**src/hdl/acs_pkg.sv**
```systemverilog
// Package: constants, types and register map of the channel scan sequencer
package acs_pkg;
    // ==========================================================
    // Register map (byte addresses)
    localparam logic [3:0] ACS_OFF_CFG    = 4'h0;
    localparam logic [3:0] ACS_OFF_CTRL   = 4'h4;
    localparam logic [3:0] ACS_OFF_STATUS = 4'h8;
    localparam logic [3:0] ACS_OFF_STEP   = 4'hc;
    // ==========================================================
    // Configuration field positions
    localparam int ACS_CFG_SEL_LSB  = 0;  // chan_sel_bit3..0 at [3:0]
    localparam int ACS_CFG_SGL_BIT  = 4;  // single_vs_pseudo_diff
    localparam int ACS_CFG_SCAN_LSB = 5;  // scan_cfg_hi/lo at [6:5]
    localparam int ACS_CFG_REF_BIT  = 7;  // ref_pin_function
    localparam int ACS_CFG_EXT_BIT  = 8;  // external conversion clock
    localparam int ACS_CFG_VAR_LSB  = 9;  // variant at [10:9]
    // Control bits
    localparam int ACS_CTRL_START = 0;
    localparam int ACS_CTRL_NACK  = 1;
    localparam int ACS_CTRL_ACK   = 2;
    // ==========================================================
    // Reset values and counts
    localparam logic [10:0] ACS_CFG_RST    = 11'h410; // 12-in, SE, input 0, mode 00
    localparam logic [3:0]  ACS_REPEAT_CNT = 4'h8;
    localparam logic [3:0]  ACS_CH_TWO     = 4'h2;
    localparam logic [3:0]  ACS_CH_SIX     = 4'h6;
    localparam logic [3:0]  ACS_GND_CODE   = 4'hf;    // code meaning ground
    localparam logic [1:0]  ACS_RESP_OKAY  = 2'h0;
    localparam logic [1:0]  ACS_RESP_SLVERR = 2'h2;
    // ==========================================================
    // Types
    typedef enum logic [1:0] {
        ACS_V4  = 2'b00,
        ACS_V8  = 2'b01,
        ACS_V12 = 2'b10
    } acs_variant_t;
    typedef enum logic [1:0] {
        ACS_SCAN_UP    = 2'b00,
        ACS_SCAN_EIGHT = 2'b01,
        ACS_SCAN_UPPER = 2'b10,
        ACS_SCAN_ONE   = 2'b11
    } acs_scan_t;
    typedef enum logic [1:0] {
        ACS_IDLE = 2'b00,
        ACS_STEP = 2'b01,
        ACS_WAIT = 2'b10
    } acs_state_t;
    // Input pair presented to the converter
    typedef struct packed {
        logic       valid;
        logic [3:0] pos;   // input number, ACS_GND_CODE for ground
        logic [3:0] neg;
    } acs_pair_t;
endpackage

```
**src/hdl/acs_sequencer.sv**
```systemverilog
// Module: channel scan sequencer with AXI4-Lite register slave
`timescale 1ns/1ps
`default_nettype none
module acs_sequencer (
    // Clock and reset
    input  wire logic             aclk,
    input  wire logic             aresetn,
    // AXI4-Lite write
    input  wire logic [3:0]       s_axi_awaddr,
    input  wire logic             s_axi_awvalid,
    output var  logic             s_axi_awready,
    input  wire logic [31:0]      s_axi_wdata,
    input  wire logic [3:0]       s_axi_wstrb,
    input  wire logic             s_axi_wvalid,
    output var  logic             s_axi_wready,
    output var  logic [1:0]       s_axi_bresp,
    output var  logic             s_axi_bvalid,
    input  wire logic             s_axi_bready,
    // AXI4-Lite read
    input  wire logic [3:0]       s_axi_araddr,
    input  wire logic             s_axi_arvalid,
    output var  logic             s_axi_arready,
    output var  logic [31:0]      s_axi_rdata,
    output var  logic [1:0]       s_axi_rresp,
    output var  logic             s_axi_rvalid,
    input  wire logic             s_axi_rready,
    // Converter side
    output var  acs_pkg::acs_pair_t conv_pair,
    input  wire logic             conv_done
);
    import acs_pkg::*;

    // ==========================================================
    // Register state
    logic [10:0]  cfg_reg;
    acs_state_t   state_reg;
    logic [3:0]   code_reg;     // select code being converted
    logic [3:0]   count_reg;    // conversions finished in this scan
    logic         stop_reg;     // nack seen; ends an external-clock single-channel scan after current step
    logic         aw_got_reg;
    logic         w_got_reg;
    logic [3:0]   aw_addr_reg;
    logic [31:0]  w_data_reg;
    logic [3:0]   w_strb_reg;
    logic         done_meta_reg;
    logic         done_sync_reg;
    logic         done_prev_reg;

    // ==========================================================
    // Configuration fields; variant forcing of select bits
    wire acs_variant_t var_sel  = acs_variant_t'(cfg_reg[ACS_CFG_VAR_LSB +: 2]);
    wire acs_scan_t    scan     = acs_scan_t'(cfg_reg[ACS_CFG_SCAN_LSB +: 2]);
    wire logic         sgl      = cfg_reg[ACS_CFG_SGL_BIT];
    wire logic         ref_fn   = cfg_reg[ACS_CFG_REF_BIT];
    wire logic         ext_clk  = cfg_reg[ACS_CFG_EXT_BIT];
    wire logic [3:0]   raw_sel  = cfg_reg[ACS_CFG_SEL_LSB +: 4];
    wire logic [3:0]   sel      = (var_sel == ACS_V4) ? {2'b00, raw_sel[1:0]} :
                                  (var_sel == ACS_V8) ? {1'b0, raw_sel[2:0]} :
                                  raw_sel;
    wire logic [3:0]   shared_ch = (var_sel == ACS_V4) ? 4'h3 : 4'hb;
    wire logic         has_shared = (var_sel != ACS_V8);

    // Pair decode of one select code
    function automatic acs_pair_t decode(input logic [3:0] c, input logic se,
                                         input logic rf, input logic [3:0] sh,
                                         input logic hs);
        acs_pair_t p;
        logic [3:0] even;
        logic [3:0] odd;
        p     = '0;
        even  = {c[3:1], 1'b0};
        odd   = {c[3:1], 1'b1};
        p.valid = 1'b1;
        if (se) begin
            p.pos = c;
            p.neg = ACS_GND_CODE;
        end else if (c[0]) begin
            p.pos = odd;
            p.neg = even;
        end else begin
            p.pos = even;
            p.neg = odd;
        end
        if (rf && hs && p.pos == sh)
            p.pos = ACS_GND_CODE;
        if (rf && hs && p.neg == sh)
            p.neg = ACS_GND_CODE;
        return p;
    endfunction

    // ==========================================================
    // Scan start and stepping
    wire logic [3:0] upper_first = (var_sel == ACS_V4) ? ACS_CH_TWO : ACS_CH_SIX;
    wire logic       pdiff_odd   = ~sgl & sel[0];
    wire logic [3:0] first_up    = sgl ? 4'h0 : {3'b000, pdiff_odd};
    wire logic [3:0] upper_base  = sgl ? upper_first : {upper_first[3:1], pdiff_odd};
    wire logic       one_chan    = (scan == ACS_SCAN_EIGHT) || (scan == ACS_SCAN_ONE);
    wire logic [3:0] first_code  = one_chan ? sel :
                                   (scan == ACS_SCAN_UP) ? first_up :
                                   upper_base;
    wire logic [3:0] last_code   = (scan == ACS_SCAN_UPPER && sel < upper_base) ?
                                   upper_base : sel;
    wire logic [3:0] step_inc    = sgl ? 4'h1 : 4'h2;
    wire logic [3:0] next_count  = count_reg + 4'h1;
    wire logic       done_pulse  = done_sync_reg & ~done_prev_reg;
    wire logic       scan_end    = ext_clk && one_chan ? stop_reg :
                                   (scan == ACS_SCAN_EIGHT) ? (next_count == ACS_REPEAT_CNT) :
                                   (scan == ACS_SCAN_ONE) ? 1'b1 :
                                   (code_reg >= last_code);

    // ==========================================================
    // AXI write path
    wire logic        wr_go   = aw_got_reg & w_got_reg & ~s_axi_bvalid;
    wire logic        wr_cfg  = wr_go && aw_addr_reg == ACS_OFF_CFG;
    wire logic        wr_ctrl = wr_go && aw_addr_reg == ACS_OFF_CTRL;
    wire logic        wr_hit  = wr_cfg || wr_ctrl;
    wire logic        go_cmd   = wr_ctrl && w_strb_reg[0] && w_data_reg[ACS_CTRL_START];
    wire logic        nack_cmd = wr_ctrl && w_strb_reg[0] && w_data_reg[ACS_CTRL_NACK];
    wire logic        busy     = state_reg != ACS_IDLE;
    wire logic [10:0] cfg_wmask = {{3{w_strb_reg[1]}}, {8{w_strb_reg[0]}}};
    wire logic [10:0] cfg_next  = (cfg_reg & ~cfg_wmask) | (w_data_reg[10:0] & cfg_wmask);

    // AXI read decode
    wire logic [31:0] rd_word =
        (s_axi_araddr == ACS_OFF_CFG)    ? {21'h000000, cfg_reg} :
        (s_axi_araddr == ACS_OFF_STATUS) ? {24'h000000, count_reg, 1'b0, stop_reg, state_reg} :
        (s_axi_araddr == ACS_OFF_STEP)   ? {23'h000000, conv_pair} :
        (s_axi_araddr == ACS_OFF_CTRL)   ? 32'h00000000 : 32'h00000000;
    wire logic        rd_hit = s_axi_araddr == ACS_OFF_CFG || s_axi_araddr == ACS_OFF_STATUS ||
                               s_axi_araddr == ACS_OFF_STEP || s_axi_araddr == ACS_OFF_CTRL;

    // Address and data capture, response
    always_ff @(posedge aclk) begin
        if (!aresetn) begin
            aw_got_reg    <= 1'b0;
            w_got_reg     <= 1'b0;
            aw_addr_reg   <= 4'h0;
            w_data_reg    <= 32'h00000000;
            w_strb_reg    <= 4'h0;
            s_axi_awready <= 1'b0;
            s_axi_wready  <= 1'b0;
            s_axi_bvalid  <= 1'b0;
            s_axi_bresp   <= ACS_RESP_OKAY;
        end else begin
            s_axi_awready <= ~aw_got_reg & ~s_axi_awready & s_axi_awvalid;
            s_axi_wready  <= ~w_got_reg & ~s_axi_wready & s_axi_wvalid;
            if (s_axi_awvalid && s_axi_awready) begin
                aw_got_reg  <= 1'b1;
                aw_addr_reg <= s_axi_awaddr;
            end
            if (s_axi_wvalid && s_axi_wready) begin
                w_got_reg  <= 1'b1;
                w_data_reg <= s_axi_wdata;
                w_strb_reg <= s_axi_wstrb;
            end
            if (wr_go) begin
                aw_got_reg   <= 1'b0;
                w_got_reg    <= 1'b0;
                s_axi_bvalid <= 1'b1;
                s_axi_bresp  <= wr_hit ? ACS_RESP_OKAY : ACS_RESP_SLVERR;
            end else if (s_axi_bready) begin
                s_axi_bvalid <= 1'b0;
            end
        end
    end

    // Read channel
    always_ff @(posedge aclk) begin
        if (!aresetn) begin
            s_axi_arready <= 1'b0;
            s_axi_rvalid  <= 1'b0;
            s_axi_rdata   <= 32'h00000000;
            s_axi_rresp   <= ACS_RESP_OKAY;
        end else begin
            s_axi_arready <= ~s_axi_arready & ~s_axi_rvalid & s_axi_arvalid;
            if (s_axi_arvalid && s_axi_arready) begin
                s_axi_rvalid <= 1'b1;
                s_axi_rdata  <= rd_word;
                s_axi_rresp  <= rd_hit ? ACS_RESP_OKAY : ACS_RESP_SLVERR;
            end else if (s_axi_rready) begin
                s_axi_rvalid <= 1'b0;
            end
        end
    end

    // Configuration register; held while a scan runs
    always_ff @(posedge aclk) begin
        if (!aresetn)
            cfg_reg <= ACS_CFG_RST;
        else if (wr_cfg && !busy)
            cfg_reg <= cfg_next;
    end

    // Conversion-done input synchroniser and edge detect
    always_ff @(posedge aclk) begin
        if (!aresetn) begin
            done_meta_reg <= 1'b0;
            done_sync_reg <= 1'b0;
            done_prev_reg <= 1'b0;
        end else begin
            done_meta_reg <= conv_done;
            done_sync_reg <= done_meta_reg;
            done_prev_reg <= done_sync_reg;
        end
    end

    // ==========================================================
    // Scan state machine
    always_ff @(posedge aclk) begin
        if (!aresetn) begin
            state_reg <= ACS_IDLE;
            code_reg  <= 4'h0;
            count_reg <= 4'h0;
            stop_reg  <= 1'b0;
            conv_pair <= '0;
        end else begin
            if (nack_cmd && busy)
                stop_reg <= 1'b1;
            case (state_reg)
                ACS_IDLE: begin
                    conv_pair <= '0;
                    if (go_cmd) begin
                        code_reg  <= first_code;
                        count_reg <= 4'h0;
                        stop_reg  <= 1'b0;
                        state_reg <= ACS_STEP;
                    end
                end
                ACS_STEP: begin
                    conv_pair <= decode(code_reg, sgl, ref_fn, shared_ch, has_shared);
                    state_reg <= ACS_WAIT;
                end
                ACS_WAIT: begin
                    if (done_pulse) begin
                        count_reg <= next_count;
                        if (scan_end) begin
                            state_reg <= ACS_IDLE;
                        end else begin
                            if (!one_chan)
                                code_reg <= code_reg + step_inc;
                            state_reg <= ACS_STEP;
                        end
                    end
                end
                default: state_reg <= ACS_IDLE;
            endcase
        end
    end
endmodule
`default_nettype wire

```
**config.mk**
```make
export PLATFORM = sky130hd
export DESIGN_NAME = acs_sequencer
export DESIGN_NICKNAME = d
export VERILOG_FILES = /design/src/hdl/acs_pkg.sv /design/src/hdl/acs_sequencer.sv
export SDC_FILE = /design/constraint.sdc
export NUM_CORES = 1
export LEC_CHECK = 0
export BUFFER_PORTS_ARGS = -buffer_cell sky130_fd_sc_hd__buf_2
export CAP_MARGIN = 15
export CORE_AREA = 2 2 110 112
export DETAILED_ROUTE_END_ITERATION = 8
export DIE_AREA = 0 0 112 114
export PLACE_DENSITY_LB_ADDON = 0.12
export SYNTH_ARGS = -nofsm -noshare
export SYNTH_HDL_FRONTEND = slang
export SYNTH_SLANG_ARGS = --single-unit
```
**constraint.sdc**
```tcl
create_clock -name aclk -period 3.8 [get_ports aclk]
set_input_delay 1.14 -clock aclk [delete_from_list [all_inputs] [get_ports aclk]]
set_output_delay 1.14 -clock aclk [all_outputs]
set_load 0.1 [all_outputs]
```
==> results.md <==
* Avg Inst Size Synth at around 8.5 µm²
* Number of detailed-route iterations in the first pass at 4
* Die W at 112 µm
* RSZ-0062 raised after global routing: false
* Number of placed instances, taps included at 586
* Die Footprint at between 10,000 and 15,000 µm²
* Cts bufs inserted at 9
* Combinational cell fraction of total power at 12.6%
* Area growth, synth to finish at 18.5%
* Number of synthesized register bits at approximately 70
* Outcome: finished clean
* Required time reported for the critical path endpoint at just over 4 ns
* Highest-count cells in the layout ignoring fill and taps: 75 x sky130_fd_sc_hd__nand2_1, 71 x sky130_fd_sc_hd__dfxtp_1, 55 x sky130_fd_sc_hd__buf_2
* Post-synthesis async set-or-reset flop share at 0%
* Post-CTS resize count at 0
* Worst min-delay path category: reg -> reg
* DPL Wire Length at 6320 µm
* Rows at 40
* Count of maximum capacitance violations at 0
* Largest area contributor in the synthesized netlist: sky130_fd_sc_hd__dfxtp_1
* Classification of the worst setup path: reg -> reg
* Number of flops mapped to enable cells by yosys at 0
* Total setup violations reported at the end of the flow at 0
* Share of the synthesized area in the top cell type at between 40% and 50%
* Switching power share of the total at 28.1%
* Clock-pin slew of the registers on the worst-case setup and hold paths at 0.06 ns
* Number of unique standard cell types used by synthesis at 51
* Multi-input logic area at 1820 µm²
* Leading cell type in the layout, fill and taps excluded: sky130_fd_sc_hd__nand2_1
* Synth Instances at 402
* Post-synthesis sequential area ratio at 41.5%
* Buffers inserted by post-CTS timing repair at 0
* Routed wire length per instance at approximately 15 µm
* Residual antenna-violating net count after detailed routing at 0
* Number of global-route vias before repair at 2,722
* Crit share post-route at 66.3%
* Syn Std Cell Area at around 3400 µm²
* Count of non-filler cells in the finished layout at about 600
* Capturing element type of the critical path: flip-flop
* Reg area at 1420 µm²
* Max Clock Freq at approximately 400 MHz
* Final hold violations at 0
* Count of unresolved DRC violations after routing at 0
* Largest cells by area after synthesis: sky130_fd_sc_hd__dfxtp_1 41%, sky130_fd_sc_hd__nand2_1 8.2%, sky130_fd_sc_hd__a21boi_0 5.3%, sky130_fd_sc_hd__buf_4 5.0%, sky130_fd_sc_hd__o21ai_0 4.2%
* Effective utilization at floorplan at 29.3%
* Level count of the clock H-tree at 3
* Overall Global Routing Usage at between 10% and 20%
* Master cell of the clock root buffer: sky130_fd_sc_hd__clkbuf_16
* Setup total negative slack at 0 ns
* Final weighted congestion in routability-driven placement at 0.814
* Total via count after detailed routing at 2,870
* Number of sinks driven by the clock tree at about 70
* Power consumption at 1.82 mW
* Power density cells at between 400 and 500 nW/µm²
* Clock latency on the worst-skew pair at 0.33 ns
* Die height at about 110 µm
* Count of inserted antenna diode cells at 0
* Core area at between 10,000 and 15,000 µm²
* Relative slew slack at 43.0%
* Routed vias/inst at roughly 4.8
* Synthesis warning total at 0
* Worst Path Max Fanout at 13
* Wire length of the first global-routing pass at 14,600 µm
* Clock share of power at between 40% and 50%
* Aggregate global routing overflow at 0
* Total non-filler cell area in the finished layout at between 4000 and 5000 µm²
* Data arrival time of the critical path at around 2.8 ns
* Filler Cell Count at ~1,200
* Final Slew Violations at 0
* Pin count of the biggest net entering global routing at 43
* Nets at 512
* TritonCTS clock tree: yes
* Bufs on Longest Clock Path at 2
* Final Skew at between 0.006 and 0.007 ns
* Post-Route WL at between 8000 and 9000 µm
* Net switching power at 0.511 mW
* Final critical path time including I/O delays and setup at ~2.5 ns
* Transition time of the tightest slew-check pin at 0.853 ns
* Max VDD drop at 295 µV
* I/O pin total at 102
* Hold buffers post-CTS at 0
* Leakage at 1.69 nW
* Antenna violations before repair at 0
* Placement Cell Area at 3760 µm²
* Kind of start point of the critical path: flip-flop
* Cell internal pwr at 1.31 mW
* Top flip-flop cell by instance count after synthesis: sky130_fd_sc_hd__dfxtp_1
* Sequential cell fraction of total power at a little over two fifths
* Hold WS at 0.438 ns
* Number of DRC markers after the initial detailed-route iteration at around 130
* Fraction of layout cells with a size suffix above 1 at roughly 17%
* Count of port buffers added during placement at 55
-- worst paths after layout --
| check | endpoint | start | slack [ns] | depth (start not counted) |
|---|---|---|---|---|
| setup reg to reg | count_reg[2] | state_reg[0] | 1.28 | 5 |
| setup / recovery | count_reg[2] | state_reg[0] | 1.28 | 5 |
| hold reg to reg | done_sync_reg | done_meta_reg | 0.44 | 1 |
| hold / removal | done_sync_reg | done_meta_reg | 0.44 | 1 |
-- cell usage after synthesis, drive strengths merged, types with 2 or more instances --
master,instances
and3,3
o22ai,2
nand3b,2
and2,10
buf,25
nor3b,3
nor4,5
o211ai,5
nand4b,2
nand2,75
ha,9
o31ai,2
a221oi,9
dfxtp,71
nor2,17
a31oi,3
and4b,2
o211a,2
nand3,11
nor3,6
inv,6
o21ai,29
nor2b,15
a21oi,11
nand2b,5
a21boi,25
mux2i,12
clkbuf,19
-- power groups by stage --
stage | clock (mW) | combinational (mW) | sequential, mW
5_1_grt | 0.880 | 0.241 | 0.774
2_1_floorplan | 0 | 0.156 | 0.841
3_5_place_dp | 0 | 0.230 | 0.788
3_3_place_gp | 0 | 0.230 | 0.788
4_1_cts | 0.848 | 0.230 | 0.772
6_report | 0.819 | 0.229 | 0.772
-- layout make-up --
| type | count | share of cell area, % |
|---|---|---|
| sequential | 71 | 35.0 |
| multi-input combinational | 303 | 44.8 |
| clock inverter | 2 | 0.308 |
| tap | 147 | 4.53 |
| clock buffer | 14 | 6.99 |
| inverter | 6 | 0.555 |
| timing repair buffer | 59 | 7.83 |
-- critical path, cell delays in order (launching register included) --
cell	delay (ns)
sky130_fd_sc_hd__dfxtp_1	0.42
sky130_fd_sc_hd__nand2b_1	0.42
sky130_fd_sc_hd__nor3b_1	0.80
sky130_fd_sc_hd__a31oi_4	0.14
sky130_fd_sc_hd__or4b_1	0.54
sky130_fd_sc_hd__a21boi_1	0.14
-- per-stage QoR --
step	setup WS [ns]	utilization (%)
3_5_place_dp	1.29	32.1
4_1_cts	1.28	34.7
5_1_grt	1.06	34.7
6_report	1.28	34.7
2_1_floorplan	1.49	-
3_3_place_gp	1.27	32.1
-- cells by family after synthesis --
| group | Yosys count | synth area share, % |
|---|---|---|
| fa+ha+maj | 10 | 3.87 |
| mux | 12 | 3.51 |
| buf+inv | 50 | 8.03 |
| xor+xnor | 1 | 0.256 |
| flops | 71 | 41.5 |
| simple gates | 161 | 23.7 |
| other cells | 1 | 0.109 |
| compound gates | 96 | 19.1 |
-- layer usage --
layer / vias to the layer above / share of wire, % / global-route usage, %
li1: 1452 / - / -
met3: 15 / 4.9 / 3.72
met2: 73 / 44 / 21.8
met1: 1330 / 49 / 19.5
met5: - / 0 / 0
met4: 0 / 2.2 / 5.28
Note: power is estimated with default switching activity, not from simulation.
